File: src/pkg/grc_pkg.sv
// grc_pkg: register map, field positions and carrier types for the
// global command low-bits register bank.
// assumes one clock domain and a 32-bit AXI4-Lite register bus.
package grc_pkg;

  localparam int unsigned ADDR_W = 12;
  localparam int unsigned DATA_W = 32;
  localparam int unsigned STRB_W = 4;

  // register byte offsets
  localparam logic [ADDR_W-1:0] OFS_CMD  = 12'h018;
  localparam logic [ADDR_W-1:0] OFS_STS  = 12'h01c;
  localparam logic [ADDR_W-1:0] OFS_IRTA = 12'h020;

  // command and status field positions (same bit in both registers)
  localparam int unsigned BIT_QINV   = 26;
  localparam int unsigned BIT_REMAP  = 25;
  localparam int unsigned BIT_SETPTR = 24;
  localparam int unsigned BIT_COMPAT = 23;

  // byte lane that carries each command bit
  localparam int unsigned LANE_HI     = 3;
  localparam int unsigned LANE_COMPAT = 2;

  localparam logic [DATA_W-1:0] ZERO_WORD  = 32'h0000_0000;
  localparam logic [DATA_W-1:0] IRTA_RESET = 32'h0000_0000;

  localparam logic [1:0] RESP_OKAY   = 2'h0;
  localparam logic [1:0] RESP_SLVERR = 2'h2;

  // one register write as seen by the bank
  typedef struct packed {
    logic              en;
    logic [ADDR_W-1:0] addr;
    logic [DATA_W-1:0] data;
    logic [STRB_W-1:0] strb;
  } grc_wr_s;

  // one register read request as seen by the bank
  typedef struct packed {
    logic              en;
    logic [ADDR_W-1:0] addr;
  } grc_rd_s;

  typedef enum logic {
    SEQ_IDLE = 1'b0,
    SEQ_WAIT = 1'b1
  } grc_seq_e;

  typedef enum logic [1:0] {
    WB_IDLE = 2'b00,
    WB_WAIT = 2'b01,
    WB_DONE = 2'b10
  } grc_wb_e;

endpackage

File: src/logic/grc_axil_slave.sv
// grc_axil_slave: AXI4-Lite slave front end, one write and one read at a time.
// assumes the bank answers decode and read data combinationally.
`timescale 1ns/100ps
`default_nettype none

module grc_axil_slave
  import grc_pkg::*;
(
  input  wire logic                  aclk,
  input  wire logic                  aresetn,
  input  wire logic [ADDR_W-1:0]     s_axi_awaddr,
  input  wire logic                  s_axi_awvalid,
  output logic                       s_axi_awready,
  input  wire logic [DATA_W-1:0]     s_axi_wdata,
  input  wire logic [STRB_W-1:0]     s_axi_wstrb,
  input  wire logic                  s_axi_wvalid,
  output logic                       s_axi_wready,
  output logic [1:0]                 s_axi_bresp,
  output logic                       s_axi_bvalid,
  input  wire logic                  s_axi_bready,
  input  wire logic [ADDR_W-1:0]     s_axi_araddr,
  input  wire logic                  s_axi_arvalid,
  output logic                       s_axi_arready,
  output logic [DATA_W-1:0]          s_axi_rdata,
  output logic [1:0]                 s_axi_rresp,
  output logic                       s_axi_rvalid,
  input  wire logic                  s_axi_rready,
  output grc_pkg::grc_wr_s           wr,
  input  wire logic                  wr_ok,
  output grc_pkg::grc_rd_s           rd,
  input  wire logic [DATA_W-1:0]     rd_data,
  input  wire logic                  rd_ok
);

  logic [ADDR_W-1:0] awaddr_q;
  logic [DATA_W-1:0] wdata_q;
  logic [STRB_W-1:0] wstrb_q;
  logic              wr_fire;

  // a write fires once both halves are held and no response is pending
  assign wr_fire = !s_axi_awready && !s_axi_wready && !s_axi_bvalid;
  assign wr      = '{en: wr_fire, addr: awaddr_q, data: wdata_q, strb: wstrb_q};
  assign rd      = '{en: s_axi_arvalid && s_axi_arready, addr: s_axi_araddr};

  // address and data are taken in either order; ready drops while held
  always_ff @(posedge aclk)
  begin
    if (!aresetn)
    begin
      s_axi_awready <= 1'b1;
      s_axi_wready  <= 1'b1;
      awaddr_q      <= '0;
      wdata_q       <= '0;
      wstrb_q       <= '0;
    end
    else
    begin
      if (s_axi_awvalid && s_axi_awready)
      begin
        s_axi_awready <= 1'b0;
        awaddr_q      <= s_axi_awaddr;
      end
      if (s_axi_wvalid && s_axi_wready)
      begin
        s_axi_wready <= 1'b0;
        wdata_q      <= s_axi_wdata;
        wstrb_q      <= s_axi_wstrb;
      end
      if (s_axi_bvalid && s_axi_bready)
      begin
        s_axi_awready <= 1'b1;
        s_axi_wready  <= 1'b1;
      end
    end
  end

  // write response one cycle after the write fires
  always_ff @(posedge aclk)
  begin
    if (!aresetn)
    begin
      s_axi_bvalid <= 1'b0;
      s_axi_bresp  <= RESP_OKAY;
    end
    else if (wr_fire)
    begin
      s_axi_bvalid <= 1'b1;
      s_axi_bresp  <= wr_ok ? RESP_OKAY : RESP_SLVERR;
    end
    else if (s_axi_bready)
    begin
      s_axi_bvalid <= 1'b0;
    end
  end

  // read data captured at the address handshake; no new address till rready
  always_ff @(posedge aclk)
  begin
    if (!aresetn)
    begin
      s_axi_arready <= 1'b1;
      s_axi_rvalid  <= 1'b0;
      s_axi_rdata   <= ZERO_WORD;
      s_axi_rresp   <= RESP_OKAY;
    end
    else if (rd.en)
    begin
      s_axi_arready <= 1'b0;
      s_axi_rvalid  <= 1'b1;
      s_axi_rdata   <= rd_data;
      s_axi_rresp   <= rd_ok ? RESP_OKAY : RESP_SLVERR;
    end
    else if (s_axi_rvalid && s_axi_rready)
    begin
      s_axi_arready <= 1'b1;
      s_axi_rvalid  <= 1'b0;
    end
  end

endmodule

`default_nettype wire

File: src/logic/grc_remap_seq.sv
// grc_remap_seq: moves the interrupt remap on/off state toward the target
// at a safe moment, and flags a cache flush when switching off.
// assumes boundary and in-flight indications come from the same clock.
`timescale 1ns/100ps
`default_nettype none

module grc_remap_seq
  import grc_pkg::*;
(
  input  wire logic aclk,
  input  wire logic aresetn,
  input  wire logic want_on,
  input  wire logic txn_boundary,
  input  wire logic irq_inflight,
  input  wire logic flush_on_off,
  output logic      on_q,
  output logic      cache_inval_q
);

  grc_seq_e state_q;
  logic     safe;

  assign safe = txn_boundary && (!want_on || !irq_inflight);

  // target may change while waiting; a reversal simply cancels the wait
  always_ff @(posedge aclk)
  begin
    if (!aresetn)
    begin
      state_q       <= SEQ_IDLE;
      on_q          <= 1'b0;
      cache_inval_q <= 1'b0;
    end
    else
    begin
      cache_inval_q <= 1'b0;
      unique case (state_q)
        SEQ_IDLE:
        begin
          if (want_on != on_q)
            state_q <= SEQ_WAIT;
        end
        SEQ_WAIT:
        begin
          if (want_on == on_q)
            state_q <= SEQ_IDLE;
          else if (safe)
          begin
            on_q    <= want_on;
            state_q <= SEQ_IDLE;
            cache_inval_q <= !want_on && flush_on_off;
          end
        end
      endcase
    end
  end

endmodule

`default_nettype wire

File: src/logic/grc_top.sv
// grc_top: global command low-bits register bank with its status bits,
// remap table pointer latch and implicit write buffer flush sequencing.
// assumes all side inputs are driven by logic on aclk.
`timescale 1ns/100ps
`default_nettype none

module grc_top
  import grc_pkg::*;
#(
  parameter bit SUP_QINVAL   = 1'b1,
  parameter bit SUP_REMAP    = 1'b1,
  parameter bit SUP_ENH_PTR  = 1'b1,
  parameter bit WBF_REQUIRED = 1'b1
)
(
  input  wire logic                      aclk,
  input  wire logic                      aresetn,
  input  wire logic [grc_pkg::ADDR_W-1:0] s_axi_awaddr,
  input  wire logic                      s_axi_awvalid,
  output logic                           s_axi_awready,
  input  wire logic [grc_pkg::DATA_W-1:0] s_axi_wdata,
  input  wire logic [grc_pkg::STRB_W-1:0] s_axi_wstrb,
  input  wire logic                      s_axi_wvalid,
  output logic                           s_axi_wready,
  output logic [1:0]                     s_axi_bresp,
  output logic                           s_axi_bvalid,
  input  wire logic                      s_axi_bready,
  input  wire logic [grc_pkg::ADDR_W-1:0] s_axi_araddr,
  input  wire logic                      s_axi_arvalid,
  output logic                           s_axi_arready,
  output logic [grc_pkg::DATA_W-1:0]     s_axi_rdata,
  output logic [1:0]                     s_axi_rresp,
  output logic                           s_axi_rvalid,
  input  wire logic                      s_axi_rready,
  input  wire logic                      irq_inflight,
  input  wire logic                      txn_boundary,
  input  wire logic                      ext_int_mode,
  input  wire logic                      inval_req,
  input  wire logic                      wb_flush_done,
  output logic                           remap_enabled,
  output logic                           qinval_enabled,
  output logic                           compat_pass,
  output logic                           compat_block,
  output logic [grc_pkg::DATA_W-1:0]     remap_table_ptr,
  output logic                           remap_cache_inval,
  output logic                           wb_flush_req,
  output logic                           inval_go
);

  import grc_pkg::*;

  grc_wr_s           wr;
  grc_rd_s           rd;
  logic              wr_ok;
  logic              rd_ok;
  logic [DATA_W-1:0] rd_data;

  logic [DATA_W-1:0] irta_q;
  logic              qinv_tgt_q;
  logic              qinv_stat_q;
  logic              remap_tgt_q;
  logic              remap_on;
  logic              compat_tgt_q;
  logic              compat_stat_q;
  logic              ptr_stat_q;
  logic              latch_q;
  logic              cmd_wr;
  logic              lane_hi;
  logic              lane_compat;
  grc_wb_e           wb_q;

  // merge written byte lanes into an old register value
  function automatic logic [DATA_W-1:0] merge_strb(
    input logic [DATA_W-1:0] old_v,
    input logic [DATA_W-1:0] new_v,
    input logic [STRB_W-1:0] strb
  );
    logic [DATA_W-1:0] res;
    res = old_v;
    for (int i = 0; i < STRB_W; i++)
    begin
      if (strb[i])
        res[i*8 +: 8] = new_v[i*8 +: 8];
    end
    return res;
  endfunction

  // true for any address the bank answers
  function automatic logic is_mapped(input logic [ADDR_W-1:0] a);
    return (a == OFS_CMD) || (a == OFS_STS) || (a == OFS_IRTA);
  endfunction

  grc_axil_slave u_bus (
    .aclk          (aclk),
    .aresetn       (aresetn),
    .s_axi_awaddr  (s_axi_awaddr),
    .s_axi_awvalid (s_axi_awvalid),
    .s_axi_awready (s_axi_awready),
    .s_axi_wdata   (s_axi_wdata),
    .s_axi_wstrb   (s_axi_wstrb),
    .s_axi_wvalid  (s_axi_wvalid),
    .s_axi_wready  (s_axi_wready),
    .s_axi_bresp   (s_axi_bresp),
    .s_axi_bvalid  (s_axi_bvalid),
    .s_axi_bready  (s_axi_bready),
    .s_axi_araddr  (s_axi_araddr),
    .s_axi_arvalid (s_axi_arvalid),
    .s_axi_arready (s_axi_arready),
    .s_axi_rdata   (s_axi_rdata),
    .s_axi_rresp   (s_axi_rresp),
    .s_axi_rvalid  (s_axi_rvalid),
    .s_axi_rready  (s_axi_rready),
    .wr            (wr),
    .wr_ok         (wr_ok),
    .rd            (rd),
    .rd_data       (rd_data),
    .rd_ok         (rd_ok)
  );

  // status is read-only, so a write to it is refused with an error
  assign wr_ok    = (wr.addr == OFS_CMD) || (wr.addr == OFS_IRTA);
  assign rd_ok    = is_mapped(rd.addr);
  assign cmd_wr   = wr.en && (wr.addr == OFS_CMD);
  assign lane_hi  = wr.strb[LANE_HI];
  assign lane_compat = wr.strb[LANE_COMPAT];

  // read mux
  always_comb
  begin
    rd_data = ZERO_WORD;
    if (rd.addr == OFS_STS)
    begin
      rd_data[BIT_QINV]   = qinv_stat_q;
      rd_data[BIT_REMAP]  = remap_on;
      rd_data[BIT_SETPTR] = ptr_stat_q;
      rd_data[BIT_COMPAT] = compat_stat_q;
    end
    else if (rd.addr == OFS_IRTA)
      rd_data = irta_q;
    else
      rd_data = ZERO_WORD;
  end

  // table address register, written by software with byte enables
  always_ff @(posedge aclk)
  begin
    if (!aresetn)
      irta_q <= IRTA_RESET;
    else if (wr.en && (wr.addr == OFS_IRTA))
      irta_q <= merge_strb(irta_q, wr.data, wr.strb);
  end

  // command targets; bits 22..0 and unsupported features are dropped
  always_ff @(posedge aclk)
  begin
    if (!aresetn)
    begin
      qinv_tgt_q   <= 1'b0;
      remap_tgt_q  <= 1'b0;
      compat_tgt_q <= 1'b0;
    end
    else if (cmd_wr)
    begin
      if (lane_hi && SUP_QINVAL)
        qinv_tgt_q <= wr.data[BIT_QINV];
      if (lane_hi && SUP_REMAP)
        remap_tgt_q <= wr.data[BIT_REMAP];
      if (lane_compat && SUP_REMAP)
        compat_tgt_q <= wr.data[BIT_COMPAT];
    end
  end

  // status follows the request one cycle later
  always_ff @(posedge aclk)
  begin
    if (!aresetn)
    begin
      qinv_stat_q   <= 1'b0;
      compat_stat_q <= 1'b0;
    end
    else
    begin
      qinv_stat_q   <= qinv_tgt_q;
      compat_stat_q <= compat_tgt_q;
    end
  end

  // remap on waits for a boundary and a drained queue; off waits for a boundary only
  grc_remap_seq u_seq (
    .aclk          (aclk),
    .aresetn       (aresetn),
    .want_on       (remap_tgt_q),
    .txn_boundary  (txn_boundary),
    .irq_inflight  (irq_inflight),
    .flush_on_off  (SUP_ENH_PTR),
    .on_q          (remap_on),
    .cache_inval_q (remap_cache_inval)
  );

  // set-pointer: clear status at the write, latch and set one cycle later
  always_ff @(posedge aclk)
  begin
    if (!aresetn)
    begin
      latch_q         <= 1'b0;
      ptr_stat_q      <= 1'b0;
      remap_table_ptr <= IRTA_RESET;
    end
    else
    begin
      latch_q <= 1'b0;
      if (cmd_wr && lane_hi && SUP_REMAP && wr.data[BIT_SETPTR])
      begin
        latch_q <= 1'b1;
        ptr_stat_q <= 1'b0;
      end
      // set wins: a completing latch is not undone by a fresh command edge
      if (latch_q)
      begin
        remap_table_ptr <= irta_q;
        ptr_stat_q <= 1'b1;
      end
    end
  end

  // software orders pointer before enable; no hardware interlock
  // side outputs, registered so every output leaves a flip-flop
  always_ff @(posedge aclk)
  begin
    if (!aresetn)
    begin
      remap_enabled  <= 1'b0;
      qinval_enabled <= 1'b0;
      compat_pass    <= 1'b0;
      compat_block   <= 1'b0;
    end
    else
    begin
      remap_enabled  <= remap_on;
      qinval_enabled <= qinv_stat_q;
      compat_pass    <= remap_on && !ext_int_mode && compat_stat_q;
      compat_block   <= remap_on && !ext_int_mode && !compat_stat_q;
    end
  end

  // flush before invalidation
  // the requester holds inval_req until inval_go and drops it right after
  always_ff @(posedge aclk)
  begin
    if (!aresetn)
    begin
      wb_q         <= WB_IDLE;
      wb_flush_req <= 1'b0;
      inval_go     <= 1'b0;
    end
    else
    begin
      wb_flush_req <= 1'b0;
      inval_go     <= 1'b0;
      unique case (wb_q)
        WB_IDLE:
        begin
          if (inval_req && WBF_REQUIRED)
          begin
            wb_flush_req <= 1'b1;
            wb_q         <= WB_WAIT;
          end
          else if (inval_req)
          begin
            inval_go <= 1'b1;
            wb_q     <= WB_DONE;
          end
        end
        WB_WAIT:
        begin
          if (wb_flush_done)
          begin
            inval_go <= 1'b1;
            wb_q     <= WB_DONE;
          end
        end
        WB_DONE:
        begin
          wb_q <= WB_IDLE;
        end
        default:
        begin
          wb_q <= WB_IDLE;
        end
      endcase
    end
  end

endmodule

`default_nettype wire

File: config.mk
export PLATFORM = sky130hd
export DESIGN_NAME = grc_top
export DESIGN_NICKNAME = d
export VERILOG_FILES = /design/src/pkg/grc_pkg.sv /design/src/logic/grc_axil_slave.sv /design/src/logic/grc_remap_seq.sv /design/src/logic/grc_top.sv
export SDC_FILE = /design/constraint.sdc
export NUM_CORES = 1
export LEC_CHECK = 0
export BUFFER_PORTS_ARGS = -buffer_cell sky130_fd_sc_hd__buf_2
export CORE_MARGIN = 5
export CORE_UTILIZATION = 59
export CTS_BUF_LIST = sky130_fd_sc_hd__clkbuf_2 sky130_fd_sc_hd__clkbuf_4 sky130_fd_sc_hd__clkbuf_8
export CTS_CLUSTER_DIAMETER = 120
export DETAILED_ROUTE_END_ITERATION = 8
export PLACE_DENSITY_LB_ADDON = 0.15
export SYNTH_ARGS = -nofsm -noshare
export SYNTH_HDL_FRONTEND = slang
export SYNTH_SLANG_ARGS = --single-unit
File: constraint.sdc
create_clock -name aclk -period 3.07 [get_ports aclk]
set_input_delay 0.1535 -clock aclk [delete_from_list [all_inputs] [get_ports aclk]]
set_output_delay 0.1535 -clock aclk [all_outputs]
set_load 0.02 [all_outputs]
# Word-level counts from Yosys, hierarchy flattened
# Cells that the tools add are included.
op_classes:
  n_eq_ne: 10
  mux: 24
  bitwise_logic: 4
  reduce_logical: 42
op_table:
  columns: ["cell", "n"]
  rows:
  - ["$eq 12x5->1 const B", 3]
  - ["$mux 32", 1]
  - ["$eq 12x6->1 const B", 2]
  - ["$mux 23", 1]
  - ["$reduce_and 2->1", 9]
  - ["$logic_and 1x1->1", 15]
  - ["$mux 1", 14]
  - ["$mux 2", 4]
  - ["$logic_not 1->1", 7]
  - ["$reduce_bool 2->1", 3]
  - ["$mux 5", 1]
  - ["$logic_or 1x1->1", 4]
  - ["$mux 4", 1]
  - ["$ne 2x2->1 const B", 2]
  - ["$not 1->1", 4]
  - ["$pmux 2 s2", 1]
  - ["$reduce_or 4->1", 1]
  - ["$reduce_and 3->1", 1]
  - ["$eq 2x1->1 const B", 1]
  - ["$logic_not 2->1", 1]
  - ["$pmux 1 s2", 1]
  - ["$reduce_or 2->1", 1]
  - ["$eq 1x1->1", 1]
  - ["$ne 1x1->1", 1]
word_totals:
  ff_bits: 171
  out_inout_bits: 80

# Depth between registers and ports, before layout
# Gate-level depths: netlist (run 1).
logic_depth:
  ltp_word: 8
  ltp_mapped: 6

# Hierarchy
# A second synthesis (run 1) with hierarchy kept.
hier_totals:
  hier_cells: 768
  hier_area_um2: 7304.5
modules_own_cells:
  columns: ["mod", "instances", "cells_each", "area_per_inst_um2", "seq_area_each_um2"]
  rows:
  - ["grc_axil_slave", 1, 405, 3784.9, 1741.7]
  - ["grc_top", 1, 350, 3394.5, 1581.5]
  - ["grc_remap_seq", 1, 13, 125.1, 60.1]

# Worst setup path before layout (run 1)
# OpenSTA, ideal clock, no wires.
synth_path:
  kind: "reg2reg"
  from: "reg u_bus.s_axi_awready"
  to: "reg irta_q[3]"
  arrival_time_ps: 1594
  t_required_ps: 2994
  slack_ps: 1400
  stages_incl_launch_ff: 7
  cell_sequence: "dfxtp_1 nor3_1 and4b_1 buf_2 buf_2 nand4_1 a21boi_0"
synth_between:
  elab_chain_cells: 5
synth_lines:
  columns: ["item", "line_no", "source"]
  rows:
  - ["start, declared", "grc_axil_slave.sv:13", "output logic s_axi_awready,"]
  - ["start signal, assigned", "grc_axil_slave.sv:50", "s_axi_awready <= 1'b1;"]
  - ["start signal, assigned", "grc_axil_slave.sv:60", "s_axi_awready <= 1'b0;"]
  - ["start signal, assigned", "grc_axil_slave.sv:71", "s_axi_awready <= 1'b1;"]
  - ["$logic_not 1->1", "grc_axil_slave.sv:41", "assign wr_fire = !s_axi_awready && !s_axi_wready && !s_axi_bvalid;"]
  - ["$logic_and 1x1->1 (2 in a row)", "grc_axil_slave.sv:41", null]
  - ["$logic_and 1x1->1", "grc_top.sv:149", "else if (wr.en && (wr.addr == OFS_IRTA))"]
  - ["$reduce_and 2->1 (no source line)", null, null]
  - ["end signal, assigned", "grc_top.sv:150", "irta_q <= merge_strb(irta_q, wr.data, wr.strb);"]
  - ["end, declared", "grc_top.sv:58", "logic [DATA_W-1:0] irta_q;"]
# Every way passes these cells.
# A chain may end at the register's enable or synchronous reset.

# Final worst setup path (run 1)
layout_path:
  from: "reg u_bus.awaddr_q[7]"
  to: "reg irta_q[13]"
layout_between:
  elab_chain_cells: 3
layout_lines:
  columns: ["item", "line_no", "source"]
  rows:
  - ["start, declared", "grc_axil_slave.sv:35", "logic [ADDR_W-1:0] awaddr_q;"]
  - ["start signal, assigned", "grc_axil_slave.sv:61", "awaddr_q <= s_axi_awaddr;"]
  - ["$eq 12x6->1", "grc_top.sv:149", null]
  - ["$logic_and 1x1->1", "grc_top.sv:149", null]
  - ["$reduce_and 2->1 (no source line)", null, null]
# Every way passes these cells.

==> results summary, run 1 <==
The portion of synthesized cell area occupied by the leading cell type is 53.6%. TritonCTS built the clock tree. The relative area change from synthesis to final layout came out at 27.8%. The detail route stage leaves a number of antenna-violating nets equal to 0. Walking the worst path, the cells encountered are nor4_1 -> and4b_1 -> buf_4 -> nand4_1 -> a21boi_0. The die extent in y came out at 113 um. The sum of overflow across all layers after global routing came out at 0.

The register area is 0.00338 mm^2. The number of filler instances in the final layout is roughly 700. The share of the yosys chip area belonging to registers is 53.6%. The reported max-cap violation count is 0.

The number of hold violations in the final report came out at 0. The number of global-route vias before repair is 5318. The number of buffers on the longest clock path came out at 2.

The die outline area came out at 0.0129 mm^2. The worst-margin pin slew came out at 1050 ps. The average wire length per cell after detail routing came out at 15.9 um. The launching element type of the critical path is a register.

The worst endpoint data arrival time is 2400 ps. By area the synthesized netlist is led by sky130_fd_sc_hd__dfxtp_1 (54%), sky130_fd_sc_hd__a21boi_0 (9.5%), sky130_fd_sc_hd__nand2_1 (6.4%). The core region is 0.0104 mm^2.

The final HPWL from detailed placement is 10100 um. The global-route usage over all layers is 24.8%. The minimum setup slack after placement is 1120 ps. The global-route wire length before repair is 25900 um.

The area occupied by multi-input gates came out at 0.00269 mm^2. Setup violations remaining at the end of the flow were counted as 0. The final antenna diode count came out at 0. The most frequent standard cell in the layout excluding fill and tap cells is sky130_fd_sc_hd__dfxtp_1. Port buffering added about 150 buffers. The synthesized cell area came out at 0.00631 mm^2. The worst slack on hold paths came out at about 37 ps.

For this design, the slowest cell found on the critical path is sky130_fd_sc_hd__nor4_1. In the global route stage, met2 resource usage came out at a little over 40%. Of the cells placed in the final design, the portion with a size suffix greater than 1 is 25.5%. The remaining design rule violation count is 0. The biggest area contributor in the post-synthesis netlist is sky130_fd_sc_hd__dfxtp_1. In this run the worst path has a maximum fanout of 34. The worst path uses 66.3% of the clock period. The synthesized design contains 169 register bits.

The pre-antenna-repair detailed-routing pass consisted of 5 iterations. The power density over the cells came out at 527 mW/mm^2. The post-route clock skew is 17.4 ps. The total wire length came out at between 15000 and 20000 um.

The post-CTS clock slew at the launch and capture registers of the worst setup and hold paths came out at around 90 ps. The total CTS buffers is 17. Setup repair after global routing left no endpoint under its margin.

For this design the static power due to leakage is 3.26 nW. The routability congestion estimate from global placement is 0.763. Using the TritonRoute via totals, the vias-per-cell ratio works out to 5.48. The highest clock rate came out at ~500 MHz. The data required time at the worst endpoint came out at 3440 ps.

The max-slew violation count was 0. The master cell of the clock root buffer is sky130_fd_sc_hd__clkbuf_8. Synthesis produced a netlist whose cell count is 651.

The worst supply voltage drop on vdd came out at slightly below 0.3 mV. The worst setup path is captured at a register. The number of primary I/O pins is 152.

Among all flip-flop cells after synthesis, the most frequent one is sky130_fd_sc_hd__dfxtp_1. The met1 track demand over resource is 31.7%. The initial antenna violation count came to 0. The total number of H-tree levels is 4. The number of hold buffers added after cts came out at 57.

The total negative slack is 0 ps. The number of nets in the finished design came out at 907. The area after detailed placement is 0.00707 mm^2. The met3 demand-to-capacity share in global routing came out at ~6%. The number of flops mapped to enable cells by yosys came out at 0. The number of placed instances with taps included came out at 895.

Yosys printed 0 warnings. The number of vias after detailed routing is between 5000 and 6000. The number of rows in the core area came out at 37.

From left edge to right edge, the die measures 113 um. The worst setup margin is 1040 ps. The critical path in this run is classified as reg2reg. The number of resized instances in the post-cts repair step is 0. The tightest min-delay check is of the in2reg type. The global routing stage identified its most utilized layer as met2. Once the clock tree was built, the setup fixing pass inserted 0 buffers. The flow ran to the end, and the final reports show no timing, DRC or antenna violations. The first routing iteration left 361 violations.

The maximum number of pins on one net before global-route repair is just over 90. The relative slew slack is 29.7%. The clock sink total is about 170. With fillers left out, the area of the finished cells amounts to approximately 0.0081 mm^2. The post-synthesis cell type count is between 40 and 50. In the layout the commonest cells are sky130_fd_sc_hd__dfxtp_1 (168), sky130_fd_sc_hd__buf_2 (148), sky130_fd_sc_hd__nand2_1 (107). The async set-reset flop share out of synthesis is 0%. The starting density of the core came out at 60.9%. The count of placed standard cells in the final layout, fillers left out is 984.

The synthesized area per cell is 9.69 um^2. For this run, the slowest stage of the critical path takes 630 ps. The later pin in the worst-skew pair is clocked with a latency of 460 ps.

The worst path needs 2030 ps of the cycle, external delays included.
[state kept, by name, indices dropped and copies added, names as in the netlist, 2 cells and up]
register           cells
u_bus.wstrb_q          4
u_bus.wdata_q         32
u_bus.s_axi_rdata     32
u_bus.awaddr_q        12
wb_q                   2
irta_q                32
remap_table_ptr       32
[cells in the mapped netlist (2+ instances only)]
library cell / instances
sky130_fd_sc_hd__nand3b_1: 2
sky130_fd_sc_hd__a31oi_1: 3
sky130_fd_sc_hd__and2_1: 6
sky130_fd_sc_hd__nor2_1: 8
sky130_fd_sc_hd__nor3_1: 4
sky130_fd_sc_hd__buf_4: 2
sky130_fd_sc_hd__nor4_1: 2
sky130_fd_sc_hd__inv_1: 5
sky130_fd_sc_hd__nand4b_1: 2
sky130_fd_sc_hd__o21ai_0: 46
sky130_fd_sc_hd__mux2i_1: 34
sky130_fd_sc_hd__a22oi_1: 4
sky130_fd_sc_hd__nor3b_1: 3
sky130_fd_sc_hd__clkbuf_1: 39
sky130_fd_sc_hd__a22o_2: 20
sky130_fd_sc_hd__buf_1: 2
sky130_fd_sc_hd__nand3_1: 13
sky130_fd_sc_hd__nand2b_1: 3
sky130_fd_sc_hd__a21oi_1: 6
sky130_fd_sc_hd__a22o_1: 8
sky130_fd_sc_hd__nor2b_1: 35
sky130_fd_sc_hd__and3_1: 4
sky130_fd_sc_hd__buf_8: 2
sky130_fd_sc_hd__nand4_1: 24
sky130_fd_sc_hd__a21boi_0: 80
sky130_fd_sc_hd__buf_2: 4
sky130_fd_sc_hd__o21a_1: 2
sky130_fd_sc_hd__nand2_1: 107
sky130_fd_sc_hd__dfxtp_1: 169
[kinds of logic after synthesis]
group	count (synthesis)	share of synthesized area, %
multiplexers	34	5.39
AO/OA/AOI/OAI	172	19.3
other	1	0.0594
flip-flops	169	53.6
AND/OR/NAND/NOR	220	17.6
buffers and inverters	55	3.95
[worst paths after layout]
| kind | to | start | slack [ps] | cells past startpoint |
|---|---|---|---|---|
| max | irta_q[13]$_SDFFE_PN0P_ | u_bus.awaddr_q[7]$_SDFFE_PN0P_ | 1040 | 5 |
| min | u_seq.cache_inval_q$_SDFF_PP0_ | txn_boundary | 40 | 3 |
| max reg2reg | irta_q[13]$_SDFFE_PN0P_ | u_bus.awaddr_q[7]$_SDFFE_PN0P_ | 1040 | 5 |
| min reg2reg | compat_stat_q$_SDFF_PN0_ | compat_tgt_q$_SDFFE_PN0P_ | 450 | 2 |
[metal layers]
metal / vias to the layer above / share of wire [%]
li1: 2636 / -
met1: 2570 / 44
met2: 167 / 49
met3: 17 / 6.1
met4: 0 / 1.2
met5: - / 0
[metrics by stage]
stage,utilization (%),power (mW)
2_1_floorplan,-,2.48
3_3_place_gp,68.2,2.57
3_5_place_dp,68.2,2.58
4_1_cts,77.8,4.27
5_1_grt,77.8,4.42
6_report,77.8,4.25
[power by group]
group	internal [mW]	switching, mW
Clock	0.822	0.836
Combinational	0.150	0.168
Sequential	2.24	0.0370
[critical path: cells and delay by family (launching register included)]
kind	cells	cell delay (ps)
and+or+nand+nor	3	1070
buffers and inverters	1	340
DFF	1	330
AOI/OAI and AO/OA	1	200
[area by class of cell]
cell class	count	share of cell area (%)
inverters	5	0.233
repair buffers	214	17.1
clock inverters	15	2.36
well taps	136	2.11
multi-input cells	428	33.3
clock buffers	17	2.90
flip-flops and latches	169	42.0
Power figures use the tool's default switching activity.
==> run 2: changes to the inputs <==
--- a/config.mk
+++ b/config.mk
@@ -7,7 +7,7 @@
 export LEC_CHECK = 0
 export BUFFER_PORTS_ARGS = -buffer_cell sky130_fd_sc_hd__buf_2
 export CORE_MARGIN = 5
-export CORE_UTILIZATION = 59
+export CORE_UTILIZATION = 50
 export CTS_BUF_LIST = sky130_fd_sc_hd__clkbuf_2 sky130_fd_sc_hd__clkbuf_4 sky130_fd_sc_hd__clkbuf_8
 export CTS_CLUSTER_DIAMETER = 120
 export DETAILED_ROUTE_END_ITERATION = 8
==> constraint.sdc (replaced) <==
create_clock -name aclk -period 1.7 [get_ports aclk]
set_input_delay 0.085 -clock aclk [delete_from_list [all_inputs] [get_ports aclk]]
set_output_delay 0.085 -clock aclk [all_outputs]
set_load 0.02 [all_outputs]
==> run 2 against run 1 <==
First-iteration DRC count decreased by 16%. Highest routed layer unchanged. Via count decreased by 0.63%. Utilization decreased by 10 points. Final area increased by 5.1%. Sequential cell count unchanged. Critical endpoint is now compat_tgt_q$_SDFFE_PN0P_. Clock power increased by 100%.
==> results summary, run 2 (synthesis gave the netlist of run 1 again) <==
The number of rows in the core area is 41 (+11%). The wire length on met2 is 8170 um (+7.2%). The portion of total power attributed to sequential cells is 50.7% (-2.8 points). The share of the core filled with cells is 67.7% (-10 points). In the layout the commonest cells are sky130_fd_sc_hd__dfxtp_1 (165), sky130_fd_sc_hd__buf_2 (148), sky130_fd_sc_hd__nand2_1 (107). The first-pass iteration count of the detailed router came to 5 (unchanged).

The kind of cell adding the most delay to the critical path is simple AND/OR/NAND/NOR gates. The number of global-route vias before repair came to 5370 (+0.98%). The latest clock arrival within the worst-skew pair was 460 ps (about the same). The maximum cell stage delay along the critical path is 350 ps (-280 ps).

The final setup violation count came to 0 (unchanged). The run finished with clean final reports. The die width was 122 um (+7.9%). The max-slew violation count is 0 (unchanged). The share of final-layout standard cells stronger than drive strength 1 came out at 27.4% (+1.9 points). The reported max-cap violation count is 0 (unchanged). The average wire length per cell after detail routing is 15.9 um (+0.33%). The number of nets with antenna violations after detailed routing is 0 (unchanged).

The routed metal-1 wirelength is 7250 um (+5.4%). The number of primary I/O pins came to 152 (unchanged). The worst hold path belongs to the class in2reg. The static leakage came out at 3.45 nW (+5.6%).

In this run the most critical hold path is launched from s_axi_araddr[0]. The remaining design rule violation count came to 0 (unchanged). The worst endpoint data arrival time came out at 2000 ps (-400 ps).

The number of cells on the worst reg-to-reg path is 6 (+1). CTS placed an instance of sky130_fd_sc_hd__clkbuf_8 at the clock tree root. The clock period minus final worst setup slack is 1650 ps (-384 ps). The number of buffers on the longest clock path is 2 (unchanged). The total number of H-tree levels is 4 (unchanged). The master of the slowest instance on the critical path is sky130_fd_sc_hd__and4b_4.

The relative slew slack came out at 49.4% (+20 points). In this run the critical register-to-register path is captured at compat_tgt_q$_SDFFE_PN0P_. The number of nets in the finished design came to 925 (+2.0%).

The global-route wire length before repair is 26000 um (+0.37%). The setup slack of the worst register-to-register path is 50 ps (-990 ps). TritonCTS built the clock tree. The DRC violation total after the first TritonRoute iteration was 302 (-16%). The maximum number of pins on one net before global-route repair is 137 (+51%). The final HPWL from detailed placement is 10300 um (+1.8%). The startpoint identified for the worst register-to-register timing path is u_bus.awaddr_q[10]$_SDFFE_PN0P_. The worst slack on hold paths is 77.7 ps (+41.0 ps). The startpoint-to-endpoint class of the critical path is reg2reg.

STA classifies the critical path startpoint as a register. The fraction of power spent switching nets is 22.3% (-2.1 points). The internal power component was 6.30 mW (+96%). The number of vias after detailed routing came out at 5356 (-0.63%).

The die extent in y was 122 um (+7.9%). The post-CTS clock slew at the launch and capture registers of the worst setup and hold paths is 90 ps (about the same). The number of hold violations in the final report is 0 (unchanged). The post-route clock period utilization is 97.1% (+31 points). The number of buffers and inverters on the critical path was 2 (+1). The area of the core is 0.0125 mm^2 (+21%). Leaving out fill and tap cells, the most frequent cell in the layout is sky130_fd_sc_hd__dfxtp_1.

The ratio of routed vias to standard cells came to 5.15 (-5.9%). The relative area change from synthesis to final layout came out at 34.4%. The largest fanout of any net on the critical path is 9 (-74%). The routability congestion estimate from global placement is 0.776 (+1.7%).

The count of input and output buffers is 149 (unchanged). The switching component of the power is 1.81 mW (+74%). The highest clock rate is 606 MHz (+23%).

The worst setup path is captured at a register. The area after detailed placement is 0.00725 mm^2 (+2.5%). The post-route clock skew came out at 9.25 ps (-8.16 ps).

The power density over the cells is 956 mW/mm^2 (+81%). The worst supply voltage drop on vdd is 0.592 mV (+110%). The global-route usage over all layers came out at 22.0% (-2.7 points).

The met3 wire length came out at 875 um (-8.1%). The combinational share of power was 8.1% (+0.6 points). The total CTS buffers came out at 17 (unchanged). The worst-margin pin slew is 757 ps (-297 ps). The total non-filler cell area in the finished layout came out at 0.00848 mm^2 (+5.1%). The cell depth of the worst hold path came out at 4 (+1). The initial antenna violation count is 0 (unchanged). The total wire length was 16600 um (+5.9%). The clock share of power came to 41.2% (+2.2 points).

The highest metal layer carrying signal wires in the routed design is met4. Setup repair after global routing could not meet its margin everywhere. The starting density of the core came to 50.4% (-10 points). The sum of overflow across all layers after global routing is 0 (unchanged).

The worst hold path terminates at u_bus.s_axi_rresp[1]$_SDFFE_PN0P_. The data required time at the worst endpoint is 2050 ps (-1390 ps). The die outline area came out at 0.0150 mm^2 (+16%). The clock sink total was 169 (unchanged). The critical path goes through nor4_4 -> buf_4 -> and4b_4 -> clkbuf_16 -> nand3_1 -> mux2i_1.
==> run 2: how the worst max path moves through the flow <==
stage | to | slack (ps) | cells past startpoint | startpoint
finish | compat_tgt_q$_SDFFE_PN0P_ | 50 | 6 | u_bus.awaddr_q[10]$_SDFFE_PN0P_
global route | compat_tgt_q$_SDFFE_PN0P_ | -7 | 6 | u_bus.awaddr_q[6]$_SDFFE_PN0P_
CTS | irta_q[10]$_SDFFE_PN0P_ | 10 | 6 | u_bus.awaddr_q[7]$_SDFFE_PN0P_
detailed placement | u_bus.s_axi_rdata[14]$_SDFFE_PN0P_ | -170 | 3 | u_bus.s_axi_arready$_SDFFE_PN1P_
global placement | u_bus.s_axi_rdata[7]$_SDFFE_PN0P_ | -90 | 3 | u_bus.s_axi_arready$_SDFFE_PN1P_
floorplan | irta_q[3]$_SDFFE_PN0P_ | 30 | 6 | u_bus.s_axi_awready$_SDFFE_PP1P_
==> run 2: cell type report <==
cell class                      instances  area, um^2
Timing Repair Buffer                  232        1660
Antenna cell                            1        2.50
Inverter                                5        18.8
Fill cell                            1049        4040
Clock buffer                           18         248
Sequential cell                       169        3390
Multi-Input combinational cell        428        2730
Tap cell                              172         215
Clock inverter                         14         226
==> run 2: power by group through the flow <==
stage / registers (mW) / logic, mW / clock network (mW)
global placement: 4.19 / 0.499 / 0
global route: 4.13 / 0.722 / 3.57
floorplan: 4.20 / 0.273 / 0
finish: 4.11 / 0.659 / 3.34
detailed placement: 4.20 / 0.511 / 0
CTS: 4.11 / 0.625 / 3.40
==> run 2: worst reg2reg max path: stages, from the launching register on <==
cell	delay (ps)
sky130_fd_sc_hd__dfxtp_2	340
sky130_fd_sc_hd__nor4_4	280
sky130_fd_sc_hd__buf_4	160
sky130_fd_sc_hd__and4b_4	350
sky130_fd_sc_hd__clkbuf_16	200
sky130_fd_sc_hd__nand3_1	90
sky130_fd_sc_hd__mux2i_1	130
==> run 2: layer usage <==
metal  GRT usage (%)  vias to the layer above
met1            27.2                     2534
met2            37.4                      134
met5               0                        -
met3            5.39                       22
met4            8.05                        0
li1                -                     2666
==> run 2: repair_timing <==
item | in CTS | in global routing
hold buffers | 61 | 0
hold endpoints to repair | 62 | 0
setup buffers | 0 | 2
resized for setup | 4 | 27
pin swaps | 0 | 20
gates cloned | 0 | 4
endpoints found under the setup margin | 39 | 33
==> run 2: per-stage QoR <==
stage / power [mW] / setup TNS, ps / cells / setup WS, ps
after floorplan: 4.48 / 0 / 652 / 29.9
after global placement: 4.69 / -2170 / 939 / -86.4
after detailed placement: 4.71 / -4340 / 939 / -173
after CTS: 8.13 / 0 / 1032 / 14.3
after global routing: 8.42 / -12.0 / 1038 / -6.92
final: 8.11 / 0 / 1039 / 49.9
